[config.mk]
export PLATFORM = sky130hd
export DESIGN_NAME = ttc_core
export DESIGN_NICKNAME = d
export VERILOG_FILES = /design/src/design/ttc_pkg.sv /design/src/design/ttc_core.sv /design/src/design/ttc_sync.sv /design/src/design/ttc_trip.sv
export SDC_FILE = /design/constraint.sdc
export NUM_CORES = 1
export LEC_CHECK = 0
export ABC_AREA = 0
export BUFFER_PORTS_ARGS = -buffer_cell sky130_fd_sc_hd__buf_2
export CAP_MARGIN = 10
export CORE_ASPECT_RATIO = 0.75
export CORE_MARGIN = 2
export CORE_UTILIZATION = 40
export DETAILED_ROUTE_END_ITERATION = 6
export HOLD_SLACK_MARGIN = 0.06
export PLACE_DENSITY = 0.63
export REMOVE_ABC_BUFFERS = 1
export SYNTH_ARGS = -nofsm -noshare
export SYNTH_HDL_FRONTEND = slang
export SYNTH_HIERARCHICAL = 1
export SYNTH_SLANG_ARGS = --single-unit
[constraint.sdc]
create_clock -name clk -period 5 [get_ports clk]
set_input_delay 0.25 -clock clk [delete_from_list [all_inputs] [get_ports clk]]
set_output_delay 0.25 -clock clk [all_outputs]
set_load 0.01 [all_outputs]
[src/design/ttc_pkg.sv]
// ttc_pkg: constants shared by the thermometer/thermostat core and its helpers.
// assumes a single 100 MHz system clock.
`default_nettype none

package ttc_pkg;

    // data word layout
    localparam int          TEMP_W         = 9;
    localparam int          CMD_W          = 8;
    localparam int          CNT_W          = 5;

    // reset and factory values
    localparam logic [8:0]  TEMP_RESET     = 9'h188;
    localparam logic [8:0]  UPPER_FACTORY  = 9'h01E;
    localparam logic [8:0]  LOWER_FACTORY  = 9'h014;

    // measurement range, half-degree steps
    localparam logic [8:0]  TEMP_MIN       = 9'h192;
    localparam logic [8:0]  TEMP_MAX       = 9'h0FA;

    // serial command codes
    localparam logic [7:0]  CMD_READ_TEMP  = 8'h11;
    localparam logic [7:0]  CMD_WRITE_UP   = 8'h21;
    localparam logic [7:0]  CMD_WRITE_LOW  = 8'h22;
    localparam logic [7:0]  CMD_READ_UP    = 8'h31;
    localparam logic [7:0]  CMD_READ_LOW   = 8'h32;
    localparam logic [7:0]  CMD_START      = 8'h41;
    localparam logic [7:0]  CMD_STOP       = 8'h42;

    // conversion time
    localparam longint      CLK_HZ         = 100_000_000;
    localparam longint      CONVERT_START_N_TIME_MS   = 750;
    localparam longint      CONVERT_START_N_CYCLES    = (CONVERT_START_N_TIME_MS * CLK_HZ) / 1000;
    localparam int          CONVERT_START_N_CNT_W     = 27;

    typedef enum logic [1:0] {
        SER_CMD,
        SER_READ,
        SER_WRITE,
        SER_SKIP
    } ttc_ser_state_t;

endpackage : ttc_pkg

`default_nettype wire

[src/design/ttc_core.sv]
// ttc_core: digital thermometer/thermostat core with three-wire serial port.
// assumes a sampled sensor word on sensor_temp in the clk domain; pins are asynchronous.
`default_nettype none

module ttc_core
    import ttc_pkg::*;
#(
    parameter int unsigned CONVERT_START_N_CYCLES_P = 32'(CONVERT_START_N_CYCLES)
) (
    input  wire logic               clk,
    input  wire logic               resetn,
    input  wire logic               clock_convert_pin,
    input  wire logic               frame_reset_n,
    input  wire logic               dq_in,
    output logic                    dq_out,
    output logic                    dq_oe,
    input  wire logic               cpu_mode,
    input  wire logic               one_shot_mode,
    input  wire logic [TEMP_W-1:0]  sensor_temp,
    output logic                    high_trip_out,
    output logic                    low_trip_out,
    output logic                    hysteresis_trip_out,
    output logic                    convert_start_n_done
);

    // pin synchronisers: clock/convert idles high, frame reset idles low
    logic [2:0] pins_sync;
    logic       sclk_s;
    logic       frame_s;
    logic       dq_s;

    ttc_sync #(
        .W      (3),
        .INIT   (3'h1)
    ) u_sync (
        .clk      (clk),
        .resetn   (resetn),
        .async_in ({dq_in, frame_reset_n, clock_convert_pin}),
        .sync_out (pins_sync)
    );

    assign sclk_s  = pins_sync[0];
    assign frame_s = pins_sync[1];
    assign dq_s    = pins_sync[2];

    // edge detection on the synchronised levels
    logic sclk_prev_q;
    logic frame_prev_q;
    logic sclk_rise;
    logic sclk_fall;
    logic frame_end;

    always_ff @(posedge clk or negedge resetn) begin
        if (!resetn) begin
            sclk_prev_q  <= 1'b1;
            frame_prev_q <= 1'b0;
        end else begin
            sclk_prev_q  <= sclk_s;
            frame_prev_q <= frame_s;
        end
    end

    assign sclk_rise = sclk_s & ~sclk_prev_q;
    assign sclk_fall = ~sclk_s & sclk_prev_q;
    assign frame_end = ~frame_s & frame_prev_q;

    // stand-alone convert control
    logic convert_start_n;
    logic standalone;
    logic sa_start;

    assign convert_start_n = sclk_s;
    assign standalone      = ~cpu_mode & ~frame_s;
    assign sa_start        = standalone & sclk_fall;

    // data registers
    logic [TEMP_W-1:0] measured_temp_value_q;
    logic [TEMP_W-1:0] upper_trip_point_q;
    logic [TEMP_W-1:0] lower_trip_point_q;

    // serial engine state
    ttc_ser_state_t     ser_state_q;
    logic [CNT_W-1:0]   bit_cnt_q;
    logic [CMD_W-1:0]   cmd_sr_q;
    logic [CMD_W-1:0]   cmd_q;
    logic [TEMP_W-1:0]  rd_sr_q;
    logic [TEMP_W-1:0]  wr_sr_q;
    logic [CMD_W-1:0]   cmd_next;
    logic               cmd_last;
    logic               host_start;
    logic               host_stop;

    assign cmd_next   = {dq_s, cmd_sr_q[CMD_W-1:1]};
    assign cmd_last   = (ser_state_q == SER_CMD) && frame_s && sclk_rise
                        && (bit_cnt_q == CNT_W'(CMD_W - 1));
    assign host_start = cmd_last && (cmd_next == CMD_START);
    assign host_stop  = cmd_last && (cmd_next == CMD_STOP);

    always_ff @(posedge clk or negedge resetn) begin
        if (!resetn) begin
            ser_state_q <= SER_CMD;
            bit_cnt_q   <= '0;
            cmd_sr_q    <= '0;
            cmd_q       <= '0;
        end else if (!frame_s) begin
            ser_state_q <= SER_CMD;
            bit_cnt_q   <= '0;
        end else if (sclk_rise) begin
            case (ser_state_q)
                SER_CMD: begin
                    cmd_sr_q <= cmd_next;
                    if (cmd_last) begin
                        cmd_q     <= cmd_next;
                        bit_cnt_q <= '0;
                        case (cmd_next)
                            CMD_READ_TEMP, CMD_READ_UP, CMD_READ_LOW: begin
                                ser_state_q <= SER_READ;
                            end
                            CMD_WRITE_UP, CMD_WRITE_LOW: begin
                                ser_state_q <= SER_WRITE;
                            end
                            default: begin
                                ser_state_q <= SER_SKIP;
                            end
                        endcase
                    end else begin
                        bit_cnt_q <= bit_cnt_q + 1'b1;
                    end
                end
                SER_WRITE: begin
                    if (bit_cnt_q != '1) begin
                        bit_cnt_q <= bit_cnt_q + 1'b1;
                    end
                end
                SER_READ, SER_SKIP: begin
                    ser_state_q <= ser_state_q;
                end
                default: begin
                    ser_state_q <= SER_SKIP;
                end
            endcase
        end
    end

    // write capture: first nine bits kept, later bits dropped
    always_ff @(posedge clk or negedge resetn) begin
        if (!resetn) begin
            wr_sr_q <= '0;
        end else if (cmd_last) begin
            wr_sr_q <= '0;
        end else if (frame_s && sclk_rise && ser_state_q == SER_WRITE
                     && bit_cnt_q < CNT_W'(TEMP_W)) begin
            wr_sr_q[bit_cnt_q[3:0]] <= dq_s;
        end
    end

    logic write_commit;
    logic wrote_word;

    // a byte transfer spans only eight bits, so it never commits a limit
    assign wrote_word   = bit_cnt_q >= CNT_W'(TEMP_W);
    assign write_commit = frame_end && ser_state_q == SER_WRITE && wrote_word;

    // limit storage; factory values stand for the nonvolatile contents at reset
    always_ff @(posedge clk or negedge resetn) begin
        if (!resetn) begin
            upper_trip_point_q <= UPPER_FACTORY;
            lower_trip_point_q <= LOWER_FACTORY;
        end else if (write_commit) begin
            if (cmd_q == CMD_WRITE_UP) begin
                upper_trip_point_q <= wr_sr_q;
            end else if (cmd_q == CMD_WRITE_LOW) begin
                lower_trip_point_q <= wr_sr_q;
            end
        end
    end

    // read path: load on decode, shift out on each falling edge
    logic [TEMP_W-1:0] rd_sel;

    always_comb begin
        case (cmd_next)
            CMD_READ_TEMP: rd_sel = measured_temp_value_q;
            CMD_READ_UP:   rd_sel = upper_trip_point_q;
            CMD_READ_LOW:  rd_sel = lower_trip_point_q;
            default:       rd_sel = '0;
        endcase
    end

    always_ff @(posedge clk or negedge resetn) begin
        if (!resetn) begin
            rd_sr_q <= '0;
            dq_out  <= 1'b0;
        end else if (!frame_s) begin
            // line parks low between frames, even after a cut read
            dq_out  <= 1'b0;
        end else if (cmd_last) begin
            rd_sr_q <= rd_sel;
            dq_out  <= 1'b0;
        end else if (frame_s && sclk_fall && ser_state_q == SER_READ) begin
            dq_out  <= rd_sr_q[0];
            rd_sr_q <= {1'b0, rd_sr_q[TEMP_W-1:1]};
        end
    end

    always_ff @(posedge clk or negedge resetn) begin
        if (!resetn) begin
            dq_oe <= 1'b0;
        end else begin
            dq_oe <= frame_s && ser_state_q == SER_READ && !cmd_last;
        end
    end

    // conversion control
    logic                   busy_q;
    logic                   host_run_q;
    logic [CONVERT_START_N_CNT_W-1:0]  convert_start_n_cnt_q;
    logic                   convert_start_n_finish;
    logic                   convert_start_n_start;
    logic                   repeat_convert_start_n;
    logic                   restart_q;

    assign convert_start_n_finish = busy_q && convert_start_n_cnt_q == CONVERT_START_N_CNT_W'(CONVERT_START_N_CYCLES_P - 1);
    // pin held low keeps converting and overrides one-shot
    assign repeat_convert_start_n = (standalone && !convert_start_n) || (host_run_q && !one_shot_mode);
    // one idle cycle between runs so convert_start_n_done marks every result
    assign convert_start_n_start  = sa_start || host_start || restart_q;

    always_ff @(posedge clk or negedge resetn) begin
        if (!resetn) begin
            restart_q <= 1'b0;
        end else begin
            restart_q <= convert_start_n_finish && repeat_convert_start_n;
        end
    end

    always_ff @(posedge clk or negedge resetn) begin
        if (!resetn) begin
            host_run_q <= 1'b0;
        end else if (host_stop || (convert_start_n_finish && one_shot_mode)) begin
            host_run_q <= 1'b0;
        end else if (host_start) begin
            host_run_q <= 1'b1;
        end
    end

    always_ff @(posedge clk or negedge resetn) begin
        if (!resetn) begin
            busy_q     <= 1'b0;
            convert_start_n_cnt_q <= '0;
        end else if (convert_start_n_start && !busy_q) begin
            busy_q     <= 1'b1;
            convert_start_n_cnt_q <= '0;
        end else if (convert_start_n_finish) begin
            busy_q     <= 1'b0;
            convert_start_n_cnt_q <= '0;
        end else if (busy_q) begin
            convert_start_n_cnt_q <= convert_start_n_cnt_q + 1'b1;
        end
    end

    assign convert_start_n_done = ~busy_q;

    // result clamp to the measurable range
    logic [TEMP_W-1:0] clamped;

    always_comb begin
        if ($signed(sensor_temp) < $signed(TEMP_MIN)) begin
            clamped = TEMP_MIN;
        end else if ($signed(sensor_temp) > $signed(TEMP_MAX)) begin
            clamped = TEMP_MAX;
        end else begin
            clamped = sensor_temp;
        end
    end

    always_ff @(posedge clk or negedge resetn) begin
        if (!resetn) begin
            measured_temp_value_q <= TEMP_RESET;
        end else if (convert_start_n_finish) begin
            measured_temp_value_q <= clamped;
        end
    end

    // trips compare the freshly loaded result one cycle after the finish
    logic trip_update_q;

    always_ff @(posedge clk or negedge resetn) begin
        if (!resetn) begin
            trip_update_q <= 1'b0;
        end else begin
            trip_update_q <= convert_start_n_finish;
        end
    end

    ttc_trip u_trip (
        .clk                 (clk),
        .resetn              (resetn),
        .update              (trip_update_q),
        .temp                (measured_temp_value_q),
        .upper_limit         (upper_trip_point_q),
        .lower_limit         (lower_trip_point_q),
        .high_trip_out       (high_trip_out),
        .low_trip_out        (low_trip_out),
        .hysteresis_trip_out (hysteresis_trip_out)
    );

endmodule : ttc_core

`default_nettype wire

[src/design/ttc_sync.sv]
// ttc_sync: three-flop synchronisers for pin inputs, one lane per bit.
// assumes the inputs are asynchronous to clk; output moves once stages 2 and 3 agree.
`default_nettype none

module ttc_sync
    import ttc_pkg::*;
#(
    parameter int       W         = 3,
    parameter logic [2:0] INIT    = 3'h0
) (
    input  wire logic           clk,
    input  wire logic           resetn,
    input  wire logic [W-1:0]   async_in,
    output var  logic [W-1:0]   sync_out
);

    genvar i;
    generate
        for (i = 0; i < W; i++) begin : g_lane
            logic s1_q;
            logic s2_q;
            logic s3_q;
            logic out_q;
            always_ff @(posedge clk or negedge resetn) begin
                if (!resetn) begin
                    s1_q  <= INIT[i];
                    s2_q  <= INIT[i];
                    s3_q  <= INIT[i];
                    out_q <= INIT[i];
                end else begin
                    s1_q <= async_in[i];
                    s2_q <= s1_q;
                    s3_q <= s2_q;
                    if (s2_q == s3_q) begin
                        out_q <= s3_q;
                    end
                end
            end
            assign sync_out[i] = out_q;
        end
    endgenerate

endmodule : ttc_sync

`default_nettype wire

[src/design/ttc_trip.sv]
// ttc_trip: thermostat comparators and trip output registers.
// assumes update is a one-cycle pulse at the end of each conversion.
`default_nettype none

module ttc_trip
    import ttc_pkg::*;
(
    input  wire logic               clk,
    input  wire logic               resetn,
    input  wire logic               update,
    input  wire logic [TEMP_W-1:0]  temp,
    input  wire logic [TEMP_W-1:0]  upper_limit,
    input  wire logic [TEMP_W-1:0]  lower_limit,
    output logic                    high_trip_out,
    output logic                    low_trip_out,
    output logic                    hysteresis_trip_out
);

    logic at_or_above;
    logic at_or_below;

    assign at_or_above = $signed(temp) >= $signed(upper_limit);
    assign at_or_below = $signed(temp) <= $signed(lower_limit);

    always_ff @(posedge clk or negedge resetn) begin
        if (!resetn) begin
            high_trip_out <= 1'b0;
            low_trip_out  <= 1'b0;
        end else if (update) begin
            high_trip_out <= at_or_above;
            low_trip_out  <= at_or_below;
        end
    end

    // set wins when both limits are met at once
    always_ff @(posedge clk or negedge resetn) begin
        if (!resetn) begin
            hysteresis_trip_out <= 1'b0;
        end else if (update) begin
            if (at_or_above) begin
                hysteresis_trip_out <= 1'b1;
            end else if (at_or_below) begin
                hysteresis_trip_out <= 1'b0;
            end
        end
    end

endmodule : ttc_trip

`default_nettype wire

After elaboration in Yosys (flattened, before gate mapping). Index checks and enable logic that the tools add are counted.

Memory bits (writable): 0. Logic and storage cells: 155. Latch bits: 0. Memories: 0. ROM bits: 0. Register bits after elaboration: 118.

Divide/modulo/power cells: 0. Reductions and logical operators: 46. Multipliers: 0. $lt $le $gt $ge: 8. Multiplexer cells: 32. Equal/unequal tests: 23. $add $sub $neg: 2. Bitwise gates (word level): 11. Shifts and indexed selects: 0.

Operator list (count): two-way mux 27 bit (3); two-way mux 9 bit (6); == test 8 x 6 -> 1 bit (second input constant) (6); adder 27 x 1 -> 27 bit (second input constant) (1); == test 27 bit (second input constant) (1); one-hot mux 9 bit (3 select lines) (1); logical AND 1 bit (21); two-way mux 5 bit (4); == test 8 x 7 -> 1 bit (second input constant) (2); AND reduction 3 bit (4); two-way mux 1 bit (10); one-hot mux 5 bit (2 select lines) (1); nonzero test 2 bit (5); bitwise mux 9 bit (1); >= comparator 9 bit (1); > comparator 9 bit (second input constant) (1); less-or-equal comparator 9 bit (1); < comparator 9 x 8 -> 1 bit (second input constant) (1); inequality test 3 bit (second input constant) (3); == test 8 x 5 -> 1 bit (second input constant) (1); two-way mux 2 bit (4); inequality test 2 bit (second input constant) (3); NOT 1 bit (6); AND reduction 2 bit (3); other kinds (20) (32).

Logic depth before layout (Yosys ltp). Gate-level depths: netlist (run 1).

Depth in word-level cells: 9. Mapped depth: 9.

By module. Netlist (run 1), hierarchy kept.

By module, submodules not included: ttc_core (seq. area each 2565.0 um2, area each 5083.6 um2, cells an instance 515, times used 1); ttc_trip (seq. area each 75.1 um2, area each 575.6 um2, cells an instance 71, times used 1); ttc_sync (seq. area each 305.3 um2, area each 361.6 um2, cells an instance 18, times used 1).

Worst setup path before layout (run 1). No wires, ideal clock.

Path kind: register to register. Start: reg u_sync.g_lane[0].out_q. End: reg rd_sr_q[8]. Path slack: 2.773 ns. Data arrival time: 2.102 ns. Clock period less this slack: 2.227 ns. Setup time: 0.125 ns. Buffers on the path: 4. Stages on the path, launching flop included: 10. Path through: dfstp_2 > buf_4 > or3b_1 > buf_6 > or3b_1 > buf_6 > or2_4 > buf_6 > nand3b_1 > o21ai_1.

Longest elaborated chain between the ends: 6. Elaborated cells between the ends (all ways): 10. Classes of those cells: mux: 1; bitwise: 3; reduce/logical: 6.

RTL lines: from (decl) (line ttc_sync.sv:23) `logic out_q;`; from (signal assigned) (line ttc_sync.sv:29) `out_q <= INIT[i];`; from (signal assigned) (line ttc_sync.sv:35) `out_q <= s3_q;`; NOT 1 bit (line ttc_core.sv:64) `assign sclk_fall = ~sclk_s & sclk_prev_q;`; bitwise AND 1 bit (line ttc_core.sv:64); logical AND 1 bit (2 in series) (line ttc_core.sv:200) `end else if (frame_s && sclk_fall && ser_state_q == SER_READ) begin`; nonzero test 2 bit (no line); AND reduction 2 bit (no line); to (signal assigned) (line ttc_core.sv:198) `rd_sr_q <= rd_sel;`; to (signal assigned) (line ttc_core.sv:202) `rd_sr_q <= {1'b0, rd_sr_q[TEMP_W-1:1]};`; to (decl) (line ttc_core.sv:86) `logic [TEMP_W-1:0] rd_sr_q;`.

Several ways; a longest one is shown, not always the timed one. A chain may end at the register's enable or synchronous reset.

Worst setup path after layout (run 1).
Start: reg u_sync.g_lane[0].out_q. End: reg convert_start_n_cnt_q[18].

Longest elaborated chain between the ends: 8. Elaborated cells between the ends (all ways): 12. Classes of those cells: mux: 1; bitwise: 4; reduce/logical: 7.

RTL lines: bitwise AND 1 bit (line ttc_core.sv:63) `assign sclk_rise = sclk_s & ~sclk_prev_q;`; logical AND 1 bit (line ttc_core.sv:94) `assign cmd_last = (ser_state_q == SER_CMD) && frame_s && sclk_rise`; logical AND 1 bit (line ttc_core.sv:95) `&& (bit_cnt_q == CNT_W'(CMD_W - 1));`; logical AND 1 bit (line ttc_core.sv:96) `assign host_start = cmd_last && (cmd_next == CMD_START);`; logical OR 1 bit * (2 in series) (line ttc_core.sv:227) `assign convert_start_n_start = sa_start || host_start || restart_q;`; logical AND 1 bit * (line ttc_core.sv:251) `end else if (convert_start_n_start && !busy_q) begin`; nonzero test 3 bit (no line) or two-way mux 27 bit (tied branches); to (signal assigned) (line ttc_core.sv:258) `convert_start_n_cnt_q <= convert_start_n_cnt_q + 1'b1;`; to (decl) (line ttc_core.sv:217) `logic [CONVERT_START_N_CNT_W-1:0] convert_start_n_cnt_q;`.

Every way passes the cells marked *; elsewhere a longest branch is shown, timed or not.

==> metrics, run 1 <==
DP Worst Slack 2460 ps; Lkg Pwr 0.00307 µW; gr usage total 17.5%; Synth Warn # 6; Post-Syn Instances 604; Worst Hold Path EP measured_temp_value_q[3]; top layer in use met4; outcome complete, no violations; Tmin final 2560 ps; Cell Area, Synth 6020 µm²; Die Area 16100 µm²; crit path capture type register; flop-to-flop setup slack 2440 ps; Least-Margin Pin Slew 999 ps; P per Cell Area 397 nW/µm²; CTS Buf Count 17; die extent in x 146 µm; Simple-Gate Fraction of Synth Area 19.6%; final setup TNS 0 ps; PortBufs 21; P&R area growth vs syn 15.4%; worst hold stages 3; Total Power 2760 µW; fraction of registers with async set/reset 100%; Peak VDD IR 0.219 mV; EDFF count, synth 0; Layout Nets 667; largest net degree at the start of global routing 67; prevailing post-synth register cell dfrtp_1; DR DRC count 0; Crit. Startpoint u_sync/g_lane[0].out_q; Die H 110 µm; reg2reg end convert_start_n_cnt_q[18]; Area contributors post-synth dfrtp_1 43%, dfstp_2 6.1%, nand2_1 6.0%; core outline area 14600 µm²; Iter 0 DRT Violations 315; antenna-violating nets left 0; Max-cap violations 0; Worst Path Arrival 2870 ps; Bufs and invs on worst path 1; M1 WL 6.77 mm; Met3 Wirelength 535 µm; CTS max path bufs 2; hold path startpoint sensor_temp[3]; Syn Area/Cell 9.97 µm²; final hold violation count 0; gr ovfl total 0; cell accounting for the most synthesized area dfrtp_1; Synth Area in Adders 5.55%; Crit path max-delay family simple AND/OR/NAND/NOR gates; R2R depth 6; final WL 13.4 mm; row cnt 38; Resized Gates After CTS 0; n_diodes 0; Final Setup Violations 0; Setup crit start kind register; mean routed wirelength per cell 15.9 µm; WP data required 5310 ps; FF+latch count, synth 117; Slowest-stage cell, CP dfstp_2; slowest cell delay on critical path 580 ps; critical path fanouts, max 31; post-synthesis compound-gate area fraction 14.3%; worst r2r src u_sync/g_lane[0].out_q; CTS tree built; RSZ-0062 raised after global routing false; metal2 WL 5.91 mm; mux share of post-synthesis cell area 7.02%; share of post-route cells with drive strength above 1 17.8%; fmax 390 MHz; initial antenna violation count 0; Min-Delay Path Class in -> reg; Final period util 51.3%; vias per std cell 5.48; Post-Route Skew 9.40 ps; CP Depth 6; Final Worst Setup Slack 2440 ps; largest family of logic cells by synthesized area simple AND/OR/NAND/NOR gates; Synth cell types 55; H-Tree Depth 4; dpl hpwl 9.12 mm; DR pass1 iterations 5; global placement routability congestion 0.827; postcts setup bufs 0; IO Pins 22; clk slew on worst S/H paths 60 ps; first-pass GRT wire length 22.2 mm; Critical Path, Cell by Cell or3b_1 -> nor4b_4 -> buf_4 -> a31o_2 -> o21ai_0 -> a21o_1; xor/xnor cell area share of the yosys netlist 0.291%; CTS sink cnt 117; Slew Limit Fails 0; Initial Util 41.2%; Slew headroom 32.5%; vias in the first global route 4297; CTS Hold Bufs 5; share of the synthesized area in the top cell type 42.8%; root buf cell clkbuf_16; Seq/Total Area, Yosys 48.9%; insertion delay to the later sink of the worst-skew pair 410 ps; critical setup path kind reg -> reg; via count 4600
==> cell usage in the layout, fill, tap and decap left out, types with 9 or more instances in the layout <==
cell       netlist  routed
dfrtp_1        103     103
nand2_1         96      96
a21oi_1         36      36
nor2_1          31      31
inv_1           26      26
mux2_2          26      26
nand3_1         24      24
ha_1            24      24
o21ai_0         21      21
buf_2           10      20
a31oi_1         17      17
clkbuf_16        0      17
dfstp_2         14      14
a21o_1          13      13
mux2i_1         13      13
a22o_1          11      11
buf_4            3      10
nor4b_1         12       9
o22ai_1          9       9
==> stage by stage <==
stage	util [%]	cells	cell area, µm²	hold WS [ps]
final	47.6	840	6950	79.3
after global routing	47.6	840	6950	74.0
after CTS	47.6	840	6950	61.0
after detailed placement	43.2	803	6300	329
after global placement	43.2	803	6300	323
after floorplan	-	573	5860	-45.6
==> synthesized netlist by cell type, types with 3 or more instances <==
cell / instances
o21ai_1: 3
dfstp_2: 14
a22o_1: 11
nor4b_1: 12
a31oi_1: 17
nor2b_1: 4
ha_1: 24
o31ai_1: 7
o21ai_0: 21
and4_1: 7
and3_1: 7
nor4_1: 7
nor3_1: 7
mux2i_1: 13
inv_1: 26
nor2_1: 31
nand2b_1: 4
clkbuf_1: 15
a21o_1: 13
nand2_1: 96
nand4_1: 7
mux2_2: 26
nand3_1: 24
maj3_2: 3
a21oi_1: 36
or3_1: 4
dfrtp_1: 103
buf_6: 3
buf_2: 10
buf_4: 3
o22ai_1: 9
o31a_1: 4
==> where the power goes <==
group          total [µW]  switching (µW)  internal, µW  leakage, µW
Clock                1220             457           766     0.000295
Combinational         313             163           149      0.00128
Sequential           1220             169          1050      0.00150
==> flip-flops by register name, indices dropped and copies added, names as in the netlist, 2 cells and up <==
register	cells
u_sync/g_lane.out_q	3
upper_trip_point_q	9
u_sync/g_lane.s3_q	3
bit_cnt_q	5
lower_trip_point_q	9
u_sync/g_lane.s2_q	3
cmd_sr_q	7
wr_sr_q	9
measured_temp_value_q	9
cmd_q	8
ser_state_q	2
rd_sr_q	9
u_sync/g_lane.s1_q	3
convert_start_n_cnt_q	27
==> area by class of cell <==
cell class	count	area (µm²)
Timing Repair Buffer	35	225
Sequential cell	117	2950
Clock inverter	13	144
Tap cell	200	250
Inverter	26	97.6
Fill cell	1355	7650
Clock buffer	19	453
Multi-Input combinational cell	430	2830
==> cell families (layout without fill, tap and decap cells) <==
group           Yosys count  after routing
buf+inv                  57             93
fa+ha+maj                27             27
mux                      39             39
simple gates            228            228
flops                   117            117
xor+xnor                  2              2
compound gates          134            134
==> metal layers <==
metal | track usage (%) | up-vias
li1 | - | 2242
met4 | 5.67 | 0
met5 | 0 | -
met2 | 25.8 | 91
met1 | 25.6 | 2251
met3 | 3.99 | 16
==> tightest hold or removal path: cells and delay by family <==
family        cells  cell delay (ps)
simple gates      2              130
buf+inv           1              110
==> worst max path at each step <==
stage	endpoint	slack, ps
2_1_floorplan	convert_start_n_cnt_q[10]	1290
3_5_place_dp	convert_start_n_cnt_q[18]	2460
4_1_cts	convert_start_n_cnt_q[18]	2450
5_1_grt	convert_start_n_cnt_q[18]	2300
3_3_place_gp	convert_start_n_cnt_q[14]	2540
6_report	convert_start_n_cnt_q[18]	2440
No activity file was read; power rests on OpenSTA's default activity.
==> run 2: changes to the inputs <==
--- a/config.mk
+++ b/config.mk
@@ -5,7 +5,7 @@
 export SDC_FILE = /design/constraint.sdc
 export NUM_CORES = 1
 export LEC_CHECK = 0
-export ABC_AREA = 0
+export ABC_AREA = 1
 export BUFFER_PORTS_ARGS = -buffer_cell sky130_fd_sc_hd__buf_2
 export CAP_MARGIN = 10
 export CORE_ASPECT_RATIO = 0.75
@@ -13,7 +13,7 @@
 export CORE_UTILIZATION = 40
 export DETAILED_ROUTE_END_ITERATION = 6
 export HOLD_SLACK_MARGIN = 0.06
-export PLACE_DENSITY = 0.63
+export PLACE_DENSITY = 0.62
 export REMOVE_ABC_BUFFERS = 1
 export SYNTH_ARGS = -nofsm -noshare
 export SYNTH_HDL_FRONTEND = slang
==> constraint.sdc (replaced) <==
create_clock -name clk -period 2.6 [get_ports clk]
set_input_delay 0.13 -clock clk [delete_from_list [all_inputs] [get_ports clk]]
set_output_delay 0.13 -clock clk [all_outputs]
set_load 0.01 [all_outputs]
==> run 2 against run 1 <==
Net effect:
- power rose by 66%
- utilization shrank 0.40 points
- routed wire length increased by 18%
- register-to-register slack worse by 1900 ps
- critical path depth is 2 higher
- area after synthesis grew 10%
==> metrics, run 2 <==
outcome complete, no violations (unchanged); final WL 15.7 mm (was 13.4 mm); die extent in x 153 µm (was 146 µm); Post-Route Skew 12.4 ps (was 9.40 ps); sequential share of power 43.3% (was 44.3%); vias per std cell 4.96 (was 5.48); share of the synthesized area in the top cell type 38.9% (was 42.8%); Cell Area, Synth 6630 µm² (was 6020 µm²); crit path capture type register (unchanged); EDFF count, synth 0 (unchanged); row cnt 40 (was 38); share of post-route cells with drive strength above 1 10.1% (was 17.8%); Die H 116 µm (was 110 µm); Syn Area/Cell 7.35 µm² (was 9.97 µm²); FILL cells 1626 (was 1355); clk slew on worst S/H paths 50 ps (was 60 ps); Initial Util 41.1% (was 41.2%); clock share of power 47.0% (was 44.4%); prevailing post-synth register cell dfrtp_1 (unchanged); antenna-violating nets left 0 (unchanged); Slew Limit Fails 0 (unchanged); commonest non-fill, non-tap cell in the layout nand2_1 (was dfrtp_1); initial antenna violation count 0 (unchanged); NetSw 1190 µW (was 790 µW); vias in the first global route 5124 (was 4297); Lkg Pwr 0.00376 µW (was 0.00307 µW); dpl hpwl 11.1 mm (was 9.12 mm); Synth cell types 32 (was 55); root buf cell clkbuf_16 (unchanged); DR pass1 iterations 5 (unchanged); Final Worst Setup Slack 517 ps (was 2440 ps); Min-Delay Path Class in -> reg (unchanged); largest net degree at the start of global routing 49 (was 67); PortBufs 21 (unchanged); Final period util 80.1% (was 51.3%); Top reg by flops convert_start_n_cnt_q (unchanged); CTS tree built (unchanged); Slew headroom 22.2% (was 32.5%); DP Worst Slack 545 ps (was 2460 ps); Area contributors post-synth dfrtp_1 39%, nand2_1 16%, nand3_1 9.1% (was dfrtp_1 43%, dfstp_2 6.1%, nand2_1 6.0%); Final Setup Violations 0 (unchanged); n_diodes 0 (unchanged); mean routed wirelength per cell 13.6 µm (was 15.9 µm); P per Cell Area 601 nW/µm² (was 397 nW/µm²); first-pass GRT wire length 26.3 mm (was 22.2 mm); Setup crit start kind register (unchanged); gr ovfl total 0 (unchanged); Peak VDD IR 0.384 mV (was 0.219 mV); fraction of registers with async set/reset 100% (unchanged); Iter 0 DRT Violations 339 (was 315); final setup TNS 0 ps (unchanged); DR DRC count 0 (unchanged); via count 5761 (was 4600); sw frac 26.0% (was 28.7%); Seq/Total Area, Yosys 44.4% (was 48.9%); Synth Warn # 6 (unchanged); Layout Nets 978 (was 667); gr usage total 18.7% (was 17.5%); Max-cap violations 0 (unchanged); Die Area 17600 µm² (was 16100 µm²); P&R area growth vs syn 14.7% (was 15.4%); cell accounting for the most synthesized area dfrtp_1 (unchanged); RSZ-0062 raised after global routing false (unchanged); max FFs per register 27 (unchanged); most frequent cells in the layout 274 x nand2_1, 121 x nand3_1, 115 x inv_1 (was 103 x dfrtp_1, 96 x nand2_1, 36 x a21oi_1); critical path fanouts, max 33 (was 31); CTS max path bufs 2 (unchanged); Least-Margin Pin Slew 1160 ps (was 999 ps); CTS Buf Count 17 (unchanged); postcts setup bufs 0 (unchanged); WP data required 2940 ps (was 5310 ps); share of total power in combinational logic 9.7% (was 11.3%); most frequent cell after synthesis nand2_1 (was dfrtp_1); Worst Path Arrival 2430 ps (was 2870 ps); IO Pins 22 (unchanged); final hold violation count 0 (unchanged); H-Tree Depth 4 (unchanged); Synth top cells by count 274 x nand2_1, 121 x nand3_1, 115 x inv_1, 103 x dfrtp_1, 80 x nor2_1 (was 103 x dfrtp_1, 96 x nand2_1, 36 x a21oi_1, 31 x nor2_1); fmax 480 MHz (was 390 MHz); core outline area 16100 µm² (was 14600 µm²); Post-Syn Instances 902 (was 604); Resized Gates After CTS 0 (unchanged); global placement routability congestion 0.818 (was 0.827); critical setup path kind reg -> reg (unchanged); CTS sink cnt 117 (unchanged); Pint 3380 µW (was 1970 µW); FF+latch count, synth 117 (unchanged); Tmin final 2080 ps (was 2560 ps); insertion delay to the later sink of the worst-skew pair 430 ps (was 410 ps)
[run 2: final timing paths]
path	startpoint	endpoint	slack, ps	cells past startpoint
setup / recovery	bit_cnt_q[0]	rd_sr_q[0]	520	8
hold / removal	cpu_mode	restart_q	80	4
setup reg to reg	bit_cnt_q[0]	rd_sr_q[0]	520	8
hold reg to reg	u_sync/g_lane[1].s1_q	u_sync/g_lane[1].s2_q	350	0
max in group asynchronous	resetn	upper_trip_point_q[1]	1670	3
min in group asynchronous	resetn	convert_start_n_cnt_q[24]	180	2
[run 2: routing by layer]
layer | track usage, % | part of all wire (%) | vias up
li1 | - | - | 2951
met1 | 28.7 | 53 | 2687
met2 | 26.4 | 41 | 108
met3 | 4.34 | 4.7 | 15
met4 | 5.37 | 1.2 | 0
met5 | 0 | 0 | -
[run 2: worst max-delay path, cell delays in order, from the launching register on]
cell and delay, ps:
dfrtp_1 390, ha_1 270, nand2_1 120, nor3_2 140, nand2_2 180, buf_4 280
a21oi_2 350, nand2_1 110, a21oi_1 150
[run 2: layout make-up]
| type | count | area (µm²) | area share (%) |
|---|---|---|---|
| clock buffer | 27 | 513 | 6.74 |
| sequential | 117 | 2950 | 38.7 |
| clock inverter | 5 | 25.0 | 0.329 |
| inverter | 118 | 443 | 5.82 |
| timing repair buffer | 46 | 343 | 4.51 |
| multi-input combinational | 638 | 3080 | 40.4 |
| tap | 210 | 263 | 3.45 |
[run 2: metrics by stage]
| stage | hold WS [ps] | power, µW | area (µm²) | utilization, % | std cells |
|---|---|---|---|---|---|
| detailed placement | 96.6 | 2440 | 6930 | 43.0 | 1115 |
| floorplan | -166 | 2260 | 6460 | - | 873 |
| global placement | 88.3 | 2430 | 6930 | 43.0 | 1115 |
| CTS | 81.3 | 4620 | 7610 | 47.2 | 1161 |
| global route | 109 | 4770 | 7610 | 47.2 | 1161 |
| finish | 83.8 | 4570 | 7610 | 47.2 | 1161 |
[run 2: cells by family after synthesis]
group / count (synthesis) / synth area share (%)
adders and majority gates: 24 / 4.53
and+or+nand+nor: 520 / 33.9
xor gates and xnor gates: 8 / 1.06
buffers and inverters: 147 / 9.28
AOI/OAI and AO/OA: 86 / 6.77
DFF: 117 / 44.4
[run 2: what timing repair did]
item,CTS,global route
setup endpoints to repair,0,0
endpoints found under the hold margin,84,0
hold buffers,14,0
[run 2: power by group through the flow]
stage	Clock [µW]	Sequential [µW]	Combinational, µW
final	2150	1980	441
after floorplan	0	1990	267
after detailed placement	0	2010	429
after CTS	2200	1980	447
after global placement	0	2010	424
after global routing	2270	1990	505
